File: src/logic/ocfr_pkg.sv
// constants, types and helpers shared by the over-current fault retry control block
package ocfr_pkg;

	// command codes at which the two configuration registers are reached
	localparam logic [7:0] OCFR_CMD_FAST_OC_FAULT_RESPONSE = 8'hCA;
	localparam logic [7:0] OCFR_CMD_FAULT_CONFIG           = 8'hC8;

	// values after reset
	localparam logic [7:0] OCFR_RESPONSE_RST = 8'h00;
	localparam logic [7:0] OCFR_CONFIG_RST   = 8'h00;

	// field positions in the response register
	localparam int OCFR_MODE_LSB  = 6;
	localparam int OCFR_RETRY_LSB = 3;
	localparam int OCFR_DELAY_LSB = 0;
	// current delay unit field in the fault configuration register
	localparam int OCFR_IOUT_UNIT_LSB = 2;

	// response modes and retry codes
	localparam logic [1:0] OCFR_MODE_IGNORE   = 2'h0;
	localparam logic [2:0] OCFR_RETRY_NONE    = 3'h0;
	localparam logic [2:0] OCFR_RETRY_FOREVER = 3'h7;

	// timing: one delay base of 1 ms at a 25 ns clock
	localparam int unsigned OCFR_CLK_PERIOD_NS = 25;
	localparam int unsigned OCFR_MS_TIME_NS    = 1000000;
	localparam int unsigned OCFR_MS_CYCLES     = OCFR_MS_TIME_NS / OCFR_CLK_PERIOD_NS;

	// delay units in ms for unit codes 0 to 3
	localparam logic [15:0] OCFR_UNIT0_MS = 16'h0001;
	localparam logic [15:0] OCFR_UNIT1_MS = 16'h0004;
	localparam logic [15:0] OCFR_UNIT2_MS = 16'h0010;
	localparam logic [15:0] OCFR_UNIT3_MS = 16'h0100;

	// pin synchroniser depth
	localparam int OCFR_SYNC_STAGES = 3;

	typedef enum {
		ST_OFF,
		ST_RUN,
		ST_CC_LIMIT,
		ST_FAST_LIMIT,
		ST_RETRY_OFF,
		ST_ATTEMPT,
		ST_LATCHED
	} ocfr_state_type;

	// delay in ms: one unit times two to the power of the count code
	function automatic logic [15:0] ocfr_delay_ms(input logic [1:0] unit_code, input logic [2:0] count_code);
		logic [15:0] unit_ms;
		unit_ms = OCFR_UNIT0_MS;
		case (unit_code)
			2'h1: unit_ms = OCFR_UNIT1_MS;
			2'h2: unit_ms = OCFR_UNIT2_MS;
			2'h3: unit_ms = OCFR_UNIT3_MS;
			default: unit_ms = OCFR_UNIT0_MS;
		endcase
		return unit_ms << count_code;
	endfunction

endpackage

File: src/logic/ocfr_timer_if.sv
// interface between the retry controller and its delay timer
`timescale 1ns/1ps
interface ocfr_timer_if;
	logic       start;
	logic [1:0] unit_code;
	logic [2:0] count_code;
	logic       expired;

	modport ctrl  (output start, output unit_code, output count_code, input expired);
	modport timer (input start, input unit_code, input count_code, output expired);
endinterface

File: src/logic/ocfr_delay_timer.sv
// millisecond delay timer for fault hold and restart spacing
`timescale 1ns/1ps
module ocfr_delay_timer
	import ocfr_pkg::*;
#(
	parameter int unsigned MS_CYCLES = ocfr_pkg::OCFR_MS_CYCLES
) (
	input  wire logic    sys_clk,
	input  wire logic    rstn,
	ocfr_timer_if.timer  tif
);
	import ocfr_pkg::*;

	logic [31:0] div_r;
	logic [15:0] ms_r;
	logic [15:0] target_r;
	logic        run_r;
	logic        expired_r;
	logic        ms_tick;

	assign ms_tick     = run_r && (div_r == MS_CYCLES - 1);
	assign tif.expired = expired_r;

	// a start always restarts the count, so restart spacing runs from attempt start
	always_ff @(posedge sys_clk or negedge rstn) begin
		if (!rstn) begin
			div_r     <= 32'h0;
			ms_r      <= 16'h0;
			target_r  <= 16'h1;
			run_r     <= 1'b0;
			expired_r <= 1'b0;
		end else begin
			expired_r <= 1'b0;
			if (tif.start) begin
				// the first ms runs one cycle short to make up for the registered expiry,
				// so attempt starts stay exactly one programmed delay apart
				div_r    <= (MS_CYCLES > 1) ? 32'h1 : 32'h0;
				ms_r     <= 16'h0;
				target_r <= ocfr_delay_ms(tif.unit_code, tif.count_code); // see R8
				run_r    <= 1'b1;
			end else if (run_r) begin
				div_r <= ms_tick ? 32'h0 : div_r + 32'h1;
				if (ms_tick) begin
					ms_r <= ms_r + 16'h1;
					if (ms_r + 16'h1 == target_r) begin
						run_r     <= 1'b0;
						expired_r <= 1'b1;
					end
				end
			end
		end
	end

	// the count of whole ms at expiry matches the programmed delay
	property p_expire_count;
		@(posedge sys_clk) disable iff (!rstn)
		$rose(expired_r) |-> (ms_r == target_r);
	endproperty
	a_expire_count: assert property (p_expire_count) else $error("timer expired at wrong ms count");

	// the target equals unit times two to the count code
	property p_target;
		@(posedge sys_clk) disable iff (!rstn)
		tif.start |=> (target_r == ocfr_delay_ms($past(tif.unit_code), $past(tif.count_code)));
	endproperty
	a_target: assert property (p_target) else $error("delay target wrong");

	c_expire: cover property (@(posedge sys_clk) disable iff (!rstn) expired_r);
endmodule

File: src/logic/ocfr_retry_ctrl.sv
// over-current fault response and restart control with its two configuration registers
// Operation
// on a fast over-current fault set the status bit and alert the host.
// mode 00 keeps running, limiting current at the ordinary threshold indefinitely.
// mode 11 limits at fast threshold for the delay, then applies retry setting.
// retry field gives restart attempts; 000 none, 111 without limit.
// retry field zero: no restart, output stays off until fault cleared.
// codes 001-011 allow one to three attempts, then output off until cleared.
// attempt start to next attempt start equals delay count times delay unit.
// delay count n means two to the n units, 1 to 128.
// current delay unit code selects 1, 4, 16 or 256 ms.
// attempt counter resets on fault clear or output commanded off.
`timescale 1ns/1ps
module ocfr_retry_ctrl
	import ocfr_pkg::*;
#(
	parameter int unsigned MS_CYCLES = ocfr_pkg::OCFR_MS_CYCLES
) (
	input  wire logic       sys_clk,
	input  wire logic       rstn,
	input  wire logic       fast_oc_fault,
	input  wire logic       output_on,
	input  wire logic       clear_faults,
	input  wire logic       cmd_wr_stb,
	input  wire logic       cmd_rd_stb,
	input  wire logic [7:0] cmd_code,
	input  wire logic [7:0] cmd_wdata,
	output logic      [7:0] cmd_rdata_r,
	output logic            output_enable_r,
	output logic            limit_fast_r,
	output logic            limit_normal_r,
	output logic            fault_status_r,
	output logic            alert_n_r,
	output logic      [2:0] attempt_count_r
);
	import ocfr_pkg::*;

	logic [7:0]     response_r;
	logic [7:0]     config_r;
	logic [2:0]     fault_q_r;
	logic [2:0]     on_q_r;
	logic           fault_s_r;
	logic           fault_d_r;
	logic           on_s_r;
	ocfr_state_type state_r;
	ocfr_state_type state_nxt;
	logic           tmr_start;
	logic           attempt_inc;
	logic           exhausted;
	logic           fault_rise;
	logic           status_nxt;
	logic [1:0]     mode;
	logic [2:0]     retries;

	ocfr_timer_if tif ();

	assign mode           = response_r[OCFR_MODE_LSB +: 2];
	assign retries        = response_r[OCFR_RETRY_LSB +: 3];
	assign tif.start      = tmr_start;
	assign tif.count_code = response_r[OCFR_DELAY_LSB +: 3];
	assign tif.unit_code  = config_r[OCFR_IOUT_UNIT_LSB +: 2];

	ocfr_delay_timer #(
		.MS_CYCLES (MS_CYCLES)
	) u_timer (
		.sys_clk (sys_clk),
		.rstn    (rstn),
		.tif     (tif.timer)
	);

	// pin inputs: three stages, a change counts once stages two and three agree
	always_ff @(posedge sys_clk or negedge rstn) begin
		if (!rstn) begin
			fault_q_r <= 3'h0;
			on_q_r    <= 3'h0;
			fault_s_r <= 1'b0;
			on_s_r    <= 1'b0;
			fault_d_r <= 1'b0;
		end else begin
			fault_q_r <= {fault_q_r[1:0], fast_oc_fault};
			on_q_r    <= {on_q_r[1:0], output_on};
			if (fault_q_r[1] == fault_q_r[2]) begin
				fault_s_r <= fault_q_r[2];
			end
			if (on_q_r[1] == on_q_r[2]) begin
				on_s_r <= on_q_r[2];
			end
			fault_d_r <= fault_s_r;
		end
	end

	// register writes by command code; unknown codes are ignored
	always_ff @(posedge sys_clk or negedge rstn) begin
		if (!rstn) begin
			response_r <= OCFR_RESPONSE_RST;
			config_r   <= OCFR_CONFIG_RST;
		end else if (cmd_wr_stb) begin
			if (cmd_code == OCFR_CMD_FAST_OC_FAULT_RESPONSE) begin
				response_r <= cmd_wdata;
			end else if (cmd_code == OCFR_CMD_FAULT_CONFIG) begin
				config_r <= cmd_wdata;
			end
		end
	end

	// register reads answer one cycle after the strobe; unmapped codes read zero
	always_ff @(posedge sys_clk or negedge rstn) begin
		if (!rstn) begin
			cmd_rdata_r <= 8'h00;
		end else if (cmd_rd_stb) begin
			if (cmd_code == OCFR_CMD_FAST_OC_FAULT_RESPONSE) begin
				cmd_rdata_r <= response_r;
			end else if (cmd_code == OCFR_CMD_FAULT_CONFIG) begin
				cmd_rdata_r <= config_r;
			end else begin
				cmd_rdata_r <= 8'h00;
			end
		end
	end

	// retries used up; code 111 never runs out
	assign exhausted = (retries == OCFR_RETRY_NONE) ||
		((retries != OCFR_RETRY_FOREVER) && (attempt_count_r >= retries)); // see R4 see R5

	// response state machine; off command overrides everything
	always_comb begin
		state_nxt   = state_r;
		tmr_start   = 1'b0;
		attempt_inc = 1'b0;
		if (!on_s_r) begin
			state_nxt = ST_OFF;
		end else begin
			case (state_r)
				ST_OFF: begin
					state_nxt = ST_RUN;
				end
				ST_RUN: begin
					if (fault_s_r) begin
						if (mode == OCFR_MODE_IGNORE) begin
							state_nxt = ST_CC_LIMIT;
						end else begin
							state_nxt = ST_FAST_LIMIT;
							tmr_start = 1'b1;
						end
					end
				end
				ST_CC_LIMIT: begin
					if (!fault_s_r) begin
						state_nxt = ST_RUN;
					end
				end
				ST_FAST_LIMIT: begin
					if (!fault_s_r) begin
						state_nxt = ST_RUN;
					end else if (tif.expired) begin
						if (exhausted) begin
							state_nxt = ST_LATCHED;
						end else begin
							state_nxt = ST_RETRY_OFF;
							tmr_start = 1'b1;
						end
					end
				end
				ST_RETRY_OFF: begin
					if (tif.expired) begin
						if (exhausted) begin
							state_nxt = ST_LATCHED;
						end else begin
							state_nxt   = ST_ATTEMPT;
							tmr_start   = 1'b1;
							attempt_inc = 1'b1;
						end
					end
				end
				ST_ATTEMPT: begin
					// timer keeps running so the next attempt is spaced from this start
					if (fault_s_r) begin
						state_nxt = ST_RETRY_OFF;
					end else if (tif.expired) begin
						state_nxt = ST_RUN;
					end
				end
				ST_LATCHED: begin
					if (clear_faults) begin
						state_nxt = ST_RUN; // see R5
					end
				end
				default: begin
					state_nxt = ST_OFF;
				end
			endcase
		end
	end

	// state and output drive, all registered from the next state
	always_ff @(posedge sys_clk or negedge rstn) begin
		if (!rstn) begin
			state_r         <= ST_OFF;
			output_enable_r <= 1'b0;
			limit_fast_r    <= 1'b0;
			limit_normal_r  <= 1'b0;
		end else begin
			state_r         <= state_nxt;
			output_enable_r <= (state_nxt == ST_RUN) || (state_nxt == ST_CC_LIMIT) ||
				(state_nxt == ST_FAST_LIMIT) || (state_nxt == ST_ATTEMPT);
			limit_fast_r    <= (state_nxt == ST_FAST_LIMIT);
			limit_normal_r  <= (state_nxt == ST_CC_LIMIT);
		end
	end

	// attempt counter; a clear or an off command starts a fresh sequence
	always_ff @(posedge sys_clk or negedge rstn) begin
		if (!rstn) begin
			attempt_count_r <= 3'h0;
		end else if (clear_faults || !on_s_r) begin
			attempt_count_r <= 3'h0;
		end else if (attempt_inc && attempt_count_r != 3'h7) begin
			attempt_count_r <= attempt_count_r + 3'h1;
		end
	end

	// sticky fault bit; a new fault wins over a clear in the same cycle
	assign fault_rise = fault_s_r && !fault_d_r;
	assign status_nxt = fault_rise || (fault_status_r && !clear_faults);

	always_ff @(posedge sys_clk or negedge rstn) begin
		if (!rstn) begin
			fault_status_r <= 1'b0;
			alert_n_r      <= 1'b1;
		end else begin
			fault_status_r <= status_nxt;
			alert_n_r      <= !status_nxt;
		end
	end

	property p_status_set;
		@(posedge sys_clk) disable iff (!rstn)
		fault_rise |=> fault_status_r && !alert_n_r;
	endproperty
	a_status_set: assert property (p_status_set) else $error("fault did not set status and alert");

	property p_alert_tracks;
		@(posedge sys_clk) disable iff (!rstn)
		alert_n_r == !fault_status_r;
	endproperty
	a_alert_tracks: assert property (p_alert_tracks) else $error("alert differs from status");

	property p_cc_mode;
		@(posedge sys_clk) disable iff (!rstn)
		(state_r == ST_RUN && on_s_r && fault_s_r && mode == OCFR_MODE_IGNORE) |=> limit_normal_r && output_enable_r;
	endproperty
	a_cc_mode: assert property (p_cc_mode) else $error("ignore mode did not limit at normal threshold");

	property p_fast_mode;
		@(posedge sys_clk) disable iff (!rstn)
		(state_r == ST_RUN && on_s_r && fault_s_r && mode != OCFR_MODE_IGNORE) |=> limit_fast_r ##1 !tif.expired;
	endproperty
	a_fast_mode: assert property (p_fast_mode) else $error("shutdown mode did not start fast limiting");

	property p_no_retry;
		@(posedge sys_clk) disable iff (!rstn)
		(state_r == ST_FAST_LIMIT && on_s_r && fault_s_r && tif.expired && retries == OCFR_RETRY_NONE)
			|=> (state_r == ST_LATCHED) && !output_enable_r;
	endproperty
	a_no_retry: assert property (p_no_retry) else $error("zero retries did not latch off");

	property p_latched_off;
		@(posedge sys_clk) disable iff (!rstn)
		(state_r == ST_LATCHED) |-> !output_enable_r;
	endproperty
	a_latched_off: assert property (p_latched_off) else $error("output on while latched off");

	property p_attempt_limit;
		@(posedge sys_clk) disable iff (!rstn)
		(retries != OCFR_RETRY_FOREVER && $stable(retries) && $rose(state_r == ST_ATTEMPT))
			|-> attempt_count_r <= retries;
	endproperty
	a_attempt_limit: assert property (p_attempt_limit) else $error("too many restart attempts");

	property p_counter_reset;
		@(posedge sys_clk) disable iff (!rstn)
		(clear_faults || !on_s_r) |=> attempt_count_r == 3'h0;
	endproperty
	a_counter_reset: assert property (p_counter_reset) else $error("attempt counter not reset");

	c_cc_limit: cover property (@(posedge sys_clk) disable iff (!rstn) state_r == ST_CC_LIMIT);
	c_attempt:  cover property (@(posedge sys_clk) disable iff (!rstn) state_r == ST_ATTEMPT);
	c_latched:  cover property (@(posedge sys_clk) disable iff (!rstn) state_r == ST_LATCHED);
endmodule

File: config.mk
export PLATFORM = sky130hd
export DESIGN_NAME = ocfr_retry_ctrl
export DESIGN_NICKNAME = d
export VERILOG_FILES = /design/src/logic/ocfr_pkg.sv /design/src/logic/ocfr_timer_if.sv /design/src/logic/ocfr_delay_timer.sv /design/src/logic/ocfr_retry_ctrl.sv
export SDC_FILE = /design/constraint.sdc
export NUM_CORES = 1
export LEC_CHECK = 0
export BUFFER_PORTS_ARGS = -buffer_cell sky130_fd_sc_hd__clkbuf_2
export CAP_MARGIN = 40
export CORE_MARGIN = 10
export CORE_UTILIZATION = 50
export DETAILED_ROUTE_END_ITERATION = 8
export PLACE_DENSITY = 0.67
export SYNTH_ARGS = -nofsm -noshare
export SYNTH_HDL_FRONTEND = slang
export SYNTH_SLANG_ARGS = --single-unit
File: constraint.sdc
create_clock -name sys_clk -period 3.5 [get_ports sys_clk]
set_clock_uncertainty 0.05 [all_clocks]
set_input_delay 0.175 -clock sys_clk [delete_from_list [all_inputs] [get_ports sys_clk]]
set_output_delay 0.175 -clock sys_clk [all_outputs]
set_load 0.02 [all_outputs]
# Word level (Yosys, flattened, before mapping)

Index checks and enable logic that the tools add are counted.

Logic and storage cells: 113
Output and inout bits: 16
Input bits: 23
Register bits after elaboration: 139

$lt $le $gt $ge: 1
Muxes and demuxes: 42
Add/sub/neg operators: 3
Shift-type cells: 1
Equal/unequal tests: 21
Reductions and logical operators: 24
Bitwise operators: 1

Operators with widths:

| kind                    | count |
|---|---|
| $mux W32                | 12 |
| $pmux W32 S7            | 1 |
| $eq A32 B3 Y1 const B   | 5 |
| $eq A32 B2 Y1 const B   | 3 |
| $mux W16                | 4 |
| $add A32 B1 Y32 const B | 1 |
| $eq A32 B1 Y1 const B   | 1 |
| $eq A32 B16 Y1 const B  | 1 |
| $eq A32 B4 Y1 const B   | 1 |
| $logic_not A32 Y1       | 1 |
| $pmux W9 S3             | 1 |
| $mux W1                 | 17 |
| $add A16 B1 Y16 const B | 1 |
| $eq A16 B16 Y1          | 1 |
| $eq A8 B8 Y1 const B    | 2 |
| $mux W8                 | 2 |
| $shl A16 B3 Y16         | 1 |
| $logic_or A1 B1 Y1      | 6 |
| $mux W3                 | 2 |
| $ne A3 B3 Y1 const B    | 2 |
| $reduce_bool A2 Y1      | 3 |
| $logic_and A1 B1 Y1     | 5 |
| $eq A2 B2 Y1 const B    | 2 |
| $logic_not A1 Y1        | 4 |
| other kinds (11)        | 14 |

# Longest topological paths before layout

Gate-level depths: netlist (run 1).

Depth in word-level cells: 12
Depth in mapped cells: 9

# Cells and area by module

From an unflattened synthesis (run 1), not the netlist that was laid out.

Cells, all modules: 624
Area, all modules: 6577.6 sq um

Modules (own cells, without submodules):

| module           | sequential area each (sq um) | area each (sq um) | cells an instance | times used |
|---|---|---|---|---|
| ocfr_delay_timer | 1652.8                       | 3752.3            | 410               | 1 |
| ocfr_retry_ctrl  | 1828.0                       | 2825.2            | 214               | 1 |

# Worst setup path after synthesis (run 1)

Ideal clock, no wire load.

Path type: flip-flop to flip-flop
Start point: register attempt_count_r[0]
End point: register u_timer.run_r
Stages on the path, launching flop included: 10
Path slack: 1.104 ns
Buffers on the path: 1
Required time: 3.307 ns
Data arrival time: 2.203 ns
Setup time: 0.143 ns
Clock period less this slack: 2.396 ns
Cell sequence: dfrtp_1 -> inv_1 -> ha_1 -> nor2b_1 -> o211ai_1 -> a22oi_1 -> a311oi_4 -> or2_4 -> buf_6 -> o2111ai_1

Cells in the longest elaborated chain, start to end: 9

RTL lines:

| element                | RTL line                                       | source |
|---|---|---|
| start, declared        | ocfr_retry_ctrl.sv:34                          | `output logic [2:0] attempt_count_r` |
| start signal, assigned | ocfr_retry_ctrl.sv:218                         | `attempt_count_r <= attempt_count_r + 3'h1;` |
| $ge A3 B3 Y1 *         | ocfr_retry_ctrl.sv:123                         | `((retries != OCFR_RETRY_FOREVER) && (attempt_count_r >= retries));` |
| $logic_and A1 B1 Y1 *  | ocfr_retry_ctrl.sv:123                         |  |
| $logic_or A1 B1 Y1 *   | ocfr_retry_ctrl.sv:122                         | `assign exhausted = (retries == OCFR_RETRY_NONE) \|\|` |
| $mux W1 *              | ocfr_retry_ctrl.sv:156, ocfr_retry_ctrl.sv:166 |  |
| $mux W1 *              | ocfr_retry_ctrl.sv:155                         | `end else if (tif.expired) begin` |
| $mux W1                | ocfr_retry_ctrl.sv:153                         | `if (!fault_s_r) begin` |
| $pmux W1 S3 *          | ocfr_retry_ctrl.sv:133                         | `case (state_r)` |
| $mux W1 *              | ocfr_retry_ctrl.sv:130                         | `if (!on_s_r) begin` |
| $mux W1 *              | ocfr_delay_timer.sv:34                         | `if (tif.start) begin` |
| end signal, assigned   | ocfr_delay_timer.sv:30                         | `run_r <= 1'b0;` |
| end signal, assigned   | ocfr_delay_timer.sv:40                         | `run_r <= 1'b1;` |
| end signal, assigned   | ocfr_delay_timer.sv:46                         | `run_r <= 1'b0;` |
| end, declared          | ocfr_delay_timer.sv:17                         | `logic run_r;` |

Mark *: on every way between the ends. The rest lies on a longest branch, timed or not.
A chain may end at the register's enable or synchronous reset.

# Worst setup path in the final report (run 1)

Start point: register response_r[5]
End point: register u_timer.target_r[4]

Cells in the longest elaborated chain, start to end: 8
Elaborated cells between the ends (all ways): 10
Classes of those cells: 1 x order compare; 1 x eq/ne; 5 x mux; 3 x reduce/logical

RTL lines:

| element                                             | RTL line                                       | source |
|---|---|---|
| start, declared                                     | ocfr_retry_ctrl.sv:38                          | `logic [7:0] response_r;` |
| start signal, assigned                              | ocfr_retry_ctrl.sv:99                          | `response_r <= cmd_wdata;` |
| $ge A3 B3 Y1 / $ne A3 B3 Y1 (equally long branches) | ocfr_retry_ctrl.sv:123                         |  |
| $logic_and A1 B1 Y1                                 | ocfr_retry_ctrl.sv:123                         |  |
| $logic_or A1 B1 Y1 *                                | ocfr_retry_ctrl.sv:122                         |  |
| $mux W1 *                                           | ocfr_retry_ctrl.sv:156, ocfr_retry_ctrl.sv:166 |  |
| $mux W1 *                                           | ocfr_retry_ctrl.sv:155                         |  |
| $mux W1                                             | ocfr_retry_ctrl.sv:153                         |  |
| $pmux W1 S3 *                                       | ocfr_retry_ctrl.sv:133                         |  |
| $mux W1 *                                           | ocfr_retry_ctrl.sv:130                         |  |
| end signal, assigned                                | ocfr_delay_timer.sv:39                         | `target_r <= ocfr_delay_ms(tif.unit_code, tif.count_code);` |
| end, declared                                       | ocfr_delay_timer.sv:16                         | `logic [15:0] target_r;` |

Marks and branches as above.

==> flow_metrics.py, run 1 <==
metrics = {
    "grt": {
        "grt_pass1_wl_um": 25500,
        "global_route.overflow_total": 0,
        "maximum_number_of_pins_on_one_net_before_global_route_repair": 61,
        "initial_antenna_violation_count": 0,
        "vias_in_the_first_global_route": 5418,
        "grt.total_usage": 0.167,
    },
    "drt": {
        "wl_per_cell_um": 16.2,
        "vias": 5208,
        "via_per_inst": 5.67,
        "route.antenna.remaining_nets": 0,
        "detailedRoute.firstPassIterationCount": 5,
        "postRouteWirelength_um": 14900,
        "drt_first_iter_violations": 458,
        "drc_errors": 0,
    },
    "floorplanning": {
        "starting_density": 0.515,
        "design.die.area_mm2": 0.0189,
        "die_width_um": 137,
        "std_cell_rows": 42,
        "top_level_port_count": 39,
        "fp.dieH_um": 137,
        "std_cell_core_area_mm2": 0.0134,
    },
    "setup_path": {
        "cp.required_ps": 3750,
        "critical_path_peak_fanout": 28,
        "timing.critical_path.from_type": "flop",
        "setup.worst_path.end_class": "flop",
        "cp.arrival_ps": 3190,
        "ws_path_type": "reg2reg",
    },
    "timing": {
        "rsz0062_at_grt": "no",
        "worst_pin_slew_ps": 692,
        "slew_viol_final": 0,
        "endpoints_failing_setup": 0,
        "period_share": 0.842,
        "fmax_mhz": 339,
        "final_min_period_ps": 2950,
        "setup-tns-final_ps": 0,
        "worst_slew_margin_rel": 0.538,
        "final_hold_viol_count": 0,
    },
    "placed_design": {
        "placement.io_buffers": 38,
        "detailed_place_hpwl_um": 10100,
        "place.gp.congestion": 0.897,
    },
    "power": {
        "sw_frac_of_total": 0.222,
        "vdd_drop_max_mv": 0.562,
        "leakage_nw": 3.59,
        "combinational_share_of_power": 0.035,
        "netSwitchingPower_w": 0.000795,
        "power_per_cell_area_mw_per_mm2": 449,
        "power_frac_seq": 0.466,
        "p_int_w": 0.00279,
        "share_clk_of_total_power": 0.499,
    },
    "logic_synthesis": {
        "synth_commonest_cells": "sky130_fd_sc_hd__dfrtp_1 (137), sky130_fd_sc_hd__nor2_1 (70), sky130_fd_sc_hd__nand2_1 (38)",
        "yosysSeqAreaShare": 0.505,
        "number_of_enable_type_register_cells_in_the_synthesized_netlist": 0,
        "synthesis.area_per_instance_um2": 10.4,
        "netlist.top_cell.by_area": "sky130_fd_sc_hd__dfrtp_1",
        "synthDominantCellAreaShare": 0.497,
        "syn_inst": 666,
        "synthFlopType": "sky130_fd_sc_hd__dfrtp_1",
        "synth_top_cells_by_area": "sky130_fd_sc_hd__dfrtp_1 (50%), sky130_fd_sc_hd__xor2_1 (4.1%), sky130_fd_sc_hd__nor2_1 (3.8%)",
        "post-synth-top-count-cell": "sky130_fd_sc_hd__dfrtp_1",
        "synth_cell_type_count": 76,
        "ys.warnings.count": 0,
        "ys_ff_latch": 139,
        "async_flop_share": 1.00,
        "syn_area_mm2": 0.00690,
    },
    "clock_network": {
        "htree_num_levels": 4,
        "cts_made_buffers": 17,
        "cts_root_buffer": "sky130_fd_sc_hd__clkbuf_16",
        "cts.reportedPaths.clkPinSlew_ps": 60,
        "insertion_delay_ps": 410,
        "clk_path_buf_depth": 2,
        "cts_tree": "yes",
        "cts.sinks": 139,
        "cts.repair_timing.setup_buffer_count": 0,
    },
    "layout": {
        "total_number_of_nets_in_the_final_design": 761,
        "area_delta_synth_final_pct": 15.6,
        "final_layout_size_suffix_gt1_frac": 0.156,
        "diodes": 0,
        "finish.utilization": 0.595,
    },
    "hold_path": {
        "hp-class": "in2reg",
    },
    "run": {
        "drv_cap": 0,
    },
    "run_status": {
        "result_of_the_run": "completed",
    },
}
## worst max-delay path, cell delays in order (launching register included)
cell,delay (ps)
sky130_fd_sc_hd__dfrtp_1,380
sky130_fd_sc_hd__inv_1,150
sky130_fd_sc_hd__ha_1,270
sky130_fd_sc_hd__a21oi_1,170
sky130_fd_sc_hd__o211ai_1,200
sky130_fd_sc_hd__a22oi_1,320
sky130_fd_sc_hd__a311oi_4,260
sky130_fd_sc_hd__nor2_4,590
sky130_fd_sc_hd__mux2_2,410
## power groups by stage
| stage | clock, W | sequential (W) | combinational (W) |
|---|---|---|---|
| 2_1_floorplan | 0 | 0.00169 | 0.0000599 |
| 3_3_place_gp | 0 | 0.00170 | 0.000110 |
| 3_5_place_dp | 0 | 0.00170 | 0.000119 |
| 4_1_cts | 0.00181 | 0.00167 | 0.000129 |
| 5_1_grt | 0.00189 | 0.00167 | 0.000146 |
| 6_report | 0.00179 | 0.00167 | 0.000127 |
## stage by stage
step	setup WS [ps]	cells	hold slack [ps]	total power, W	instance area [µm²]
2_1_floorplan	1100	694	-171	0.00175	7000
3_3_place_gp	615	875	237	0.00181	7230
3_5_place_dp	540	877	114	0.00182	7270
4_1_cts	537	919	44.5	0.00361	7980
5_1_grt	249	919	58.9	0.00371	7980
6_report	552	919	50.9	0.00358	7980
## sequential cells by signal (all words and copies together) (netlist names), 3 cells and up
register,flops
u_timer.ms_r,16
fault_q_r,3
state_r,32
attempt_count_r,3
response_r,8
u_timer.div_r,32
cmd_rdata_r,8
config_r,8
u_timer.target_r,16
on_q_r,3
## per-layer routing
| metal | routed length (µm) | global-route usage | share of wire |
|---|---|---|---|
| met3 | 660 | 0.0506 | 0.044 |
| met5 | 0 | 0 | 0 |
| met2 | 7220 | 0.273 | 0.48 |
| met4 | 191 | 0.0492 | 0.013 |
| met1 | 6810 | 0.208 | 0.46 |
## cell families (layout without fill, tap and decap cells)
group	count (synthesis)	after routing	share of synthesized area
multiplexers	30	30	0.0472
adder cells (fa/ha/maj)	9	9	0.0156
AND/OR/NAND/NOR	253	253	0.195
XOR/XNOR	60	60	0.0762
other	1	29	0.000544
buffers and inverters	64	113	0.0463
flip-flops	139	139	0.505
AO/OA/AOI/OAI	110	110	0.114
## final timing paths
check                              start             endpoint  slack (ps)  cells past startpoint
max                        response_r[5]  u_timer.target_r[4]         550                      8
min in group asynchronous           rstn    u_timer.div_r[22]         230                      2
max reg2reg                response_r[5]  u_timer.target_r[4]         550                      8
min                           cmd_rd_stb       cmd_rdata_r[3]          50                      2
min reg2reg                 fault_q_r[0]         fault_q_r[1]         300                      0
max in group asynchronous           rstn            alert_n_r        2460                      3
## cells in the final DEF (no fill, tap or decap), types with 6 or more instances in the layout
cell	synthesis	layout
sky130_fd_sc_hd__conb_1	1	29
sky130_fd_sc_hd__a21oi_1	17	17
sky130_fd_sc_hd__nor2_1	70	70
sky130_fd_sc_hd__nor4_1	19	19
sky130_fd_sc_hd__xor2_1	32	32
sky130_fd_sc_hd__nand3_1	27	27
sky130_fd_sc_hd__and3_1	8	8
sky130_fd_sc_hd__clkbuf_2	2	37
sky130_fd_sc_hd__nand2_1	38	38
sky130_fd_sc_hd__inv_1	26	26
sky130_fd_sc_hd__nand4_1	18	18
sky130_fd_sc_hd__dfrtp_1	137	137
sky130_fd_sc_hd__o21ai_0	27	27
sky130_fd_sc_hd__o31ai_1	7	7
sky130_fd_sc_hd__ha_1	7	7
sky130_fd_sc_hd__nor3_1	17	17
sky130_fd_sc_hd__clkbuf_16	0	17
sky130_fd_sc_hd__nand2b_1	6	6
sky130_fd_sc_hd__or3_1	7	7
sky130_fd_sc_hd__mux2_2	20	20
sky130_fd_sc_hd__o22ai_1	9	9
sky130_fd_sc_hd__and4_1	6	6
sky130_fd_sc_hd__dlygate4sd3_1	0	11
sky130_fd_sc_hd__xnor2_1	28	28
sky130_fd_sc_hd__nor2b_1	6	6
sky130_fd_sc_hd__mux2i_1	10	10
## layout make-up
cell class              instances  area (µm²)
clock buffers                  20         457
clock inverters                11         138
fillers                      1128        5430
inverters                      27         101
multi-input cells             491        3200
flip-flops and latches        139        3480
well taps                     176         220
repair buffers                 55         375
## repair_timing
action,4_1_cts,5_1_grt
hold buffers,11,0
hold endpoints to repair,67,0
gates resized for setup,0,0
Power figures use the tool's default switching activity.
==> inputs of run 2 (changes only) <==
- PLACE_DENSITY: 0.67 -> 0.7
- clock period: 3.5 -> 2.4 ns (I/O delays scaled with it)
==> run 2 against run 1 <==
Net effect:
- clock power up 39%
- maximum frequency up 24%
- design area up 5.5%
- non-clock buffer count up 43
- critical endpoint is now u_timer.tif.expired
- largest power group unchanged
==> flow_metrics.py, run 2 (synthesis gave the netlist of run 1 again) <==
metrics = {
    "floorplanning": {
        "std_cell_core_area_mm2": 0.0134,
        "starting_density": 0.515,
        "std_cell_rows": 42,
        "top_level_port_count": 39,
        "design.die.area_mm2": 0.0189,
        "die_width_um": 137,
        "fp.dieH_um": 137,
    },
    "timing": {
        "slew_viol_final": 0,
        "holdWs_ps": 51.9,
        "final_min_period_ps": 2380,
        "fmax_mhz": 421,
        "rsz0062_at_grt": "yes",
        "period_share": 0.990,
        "worst_slew_margin_rel": 0.600,
        "worst_pin_slew_ps": 600,
        "final_hold_viol_count": 0,
        "min_setup_slack_post_route_ps": 24.4,
        "endpoints_failing_setup": 0,
    },
    "layout": {
        "final_layout_size_suffix_gt1_frac": 0.239,
        "area_delta_synth_final_pct": 21.9,
        "top_regs": "state_r: 32 flops, u_timer.div_r: 32 flops",
        "most_frequent_standard_cell_in_the_layout_excluding_fill_and_tap_cells": "sky130_fd_sc_hd__dfrtp_1",
        "multi_input_area_mm2": 0.00333,
        "layout_common_cells": "sky130_fd_sc_hd__dfrtp_1 (137), sky130_fd_sc_hd__nor2_1 (66), sky130_fd_sc_hd__buf_4 (43)",
        "fillers": 1081,
        "seq_area_mm2": 0.00348,
        "diodes": 0,
        "total_number_of_nets_in_the_final_design": 804,
    },
    "clock_network": {
        "htree_num_levels": 4,
        "cts_made_buffers": 17,
        "clk_path_buf_depth": 2,
        "cts.sinks": 139,
        "cts_tree": "yes",
        "insertion_delay_ps": 430,
        "cts.reportedPaths.clkPinSlew_ps": 60,
        "cts_root_buffer": "sky130_fd_sc_hd__clkbuf_16",
    },
    "placed_design": {
        "post-place-ws_ps": -87.5,
        "placement.io_buffers": 38,
        "detailed_place_hpwl_um": 10700,
        "place.gp.congestion": 0.918,
    },
    "drt": {
        "via_per_inst": 5.63,
        "route.antenna.remaining_nets": 0,
        "postRouteWirelength_um": 15600,
        "drt_first_iter_violations": 308,
        "detailedRoute.firstPassIterationCount": 5,
        "vias": 5420,
        "wl_per_cell_um": 16.2,
        "drc_errors": 0,
    },
    "power": {
        "leakage_nw": 3.84,
        "power_per_cell_area_mw_per_mm2": 609,
        "vdd_drop_max_mv": 0.557,
    },
    "setup_path": {
        "timing.critical_path.from_type": "flop",
        "critical_path_peak_fanout": 9,
        "setup.worst_path.end_class": "flop",
        "cp.required_ps": 2660,
        "ws_path_type": "reg2reg",
        "cp.arrival_ps": 2640,
    },
    "grt": {
        "global_route.overflow_total": 0,
        "maximum_number_of_pins_on_one_net_before_global_route_repair": 66,
        "grt_pass1_wl_um": 26600,
        "initial_antenna_violation_count": 0,
        "vias_in_the_first_global_route": 5628,
        "grt.total_usage": 0.175,
    },
    "run_status": {
        "result_of_the_run": "completed",
    },
    "run": {
        "drv_cap": 0,
    },
    "hold_path": {
        "hp-class": "in2reg",
    },
}
[run 2: area by class of cell]
| class | count | share of cell area |
|---|---|---|
| inverters | 27 | 0.0120 |
| well taps | 176 | 0.0262 |
| flip-flops and latches | 139 | 0.414 |
| repair buffers | 98 | 0.0848 |
| multi-input cells | 491 | 0.396 |
| clock buffers | 18 | 0.0522 |
| clock inverters | 14 | 0.0147 |
[run 2: final timing paths]
path / start / end / slack, ps / cells past startpoint
setup / recovery: response_r[5] / u_timer.tif.expired / 20 / 8
hold / removal: clear_faults / attempt_count_r[1] / 50 / 4
setup reg to reg: response_r[5] / u_timer.tif.expired / 20 / 8
hold reg to reg: on_q_r[0] / on_q_r[1] / 300 / 0
max in group asynchronous: rstn / u_timer.target_r[0] / 1350 / 3
min in group asynchronous: rstn / u_timer.div_r[24] / 200 / 2
[run 2: worst max-delay path, cell delays in order, from the launching register on]
cell	delay, ps
sky130_fd_sc_hd__dfrtp_1	370
sky130_fd_sc_hd__inv_2	60
sky130_fd_sc_hd__ha_4	280
sky130_fd_sc_hd__nand2_2	50
sky130_fd_sc_hd__o211ai_1	420
sky130_fd_sc_hd__a22oi_2	150
sky130_fd_sc_hd__a311oi_4	380
sky130_fd_sc_hd__nor2_4	140
sky130_fd_sc_hd__nor4b_2	350
[run 2: timing repair]
item	4_1_cts	5_1_grt
hold buffers	12	0
setup endpoints to repair	12	58
hold endpoints to repair	87	0
gates resized for setup	9	35
setup buffers	0	3
cloned	0	1
pin swaps	3	6
[run 2: per-stage QoR]
stage	setup TNS, ps	cells	total power (W)	cell area (µm²)	util
5_1_grt	-2620	963	0.00529	8410	0.628
6_report	0	963	0.00512	8410	0.628
3_3_place_gp	0	915	0.00265	7560	0.564
2_1_floorplan	0	694	0.00256	7000	-
4_1_cts	0	959	0.00517	8270	0.617
3_5_place_dp	-355	915	0.00265	7560	0.564
[run 2: report_power, final]
| group | internal [W] | switching, W |
|---|---|---|
| combinational | 0.0000802 | 0.000121 |
| clock | 0.00139 | 0.00110 |
| sequential | 0.00240 | 0.0000339 |
| total | 0.00387 | 0.00125 |
[run 2: metal layers]
layer	vias up	wire length, µm	global-route usage
li1	2571	-	-
met1	2662	6910	0.214
met2	151	7550	0.286
met3	36	807	0.0433
met4	0	366	0.0773
met5	-	0	0
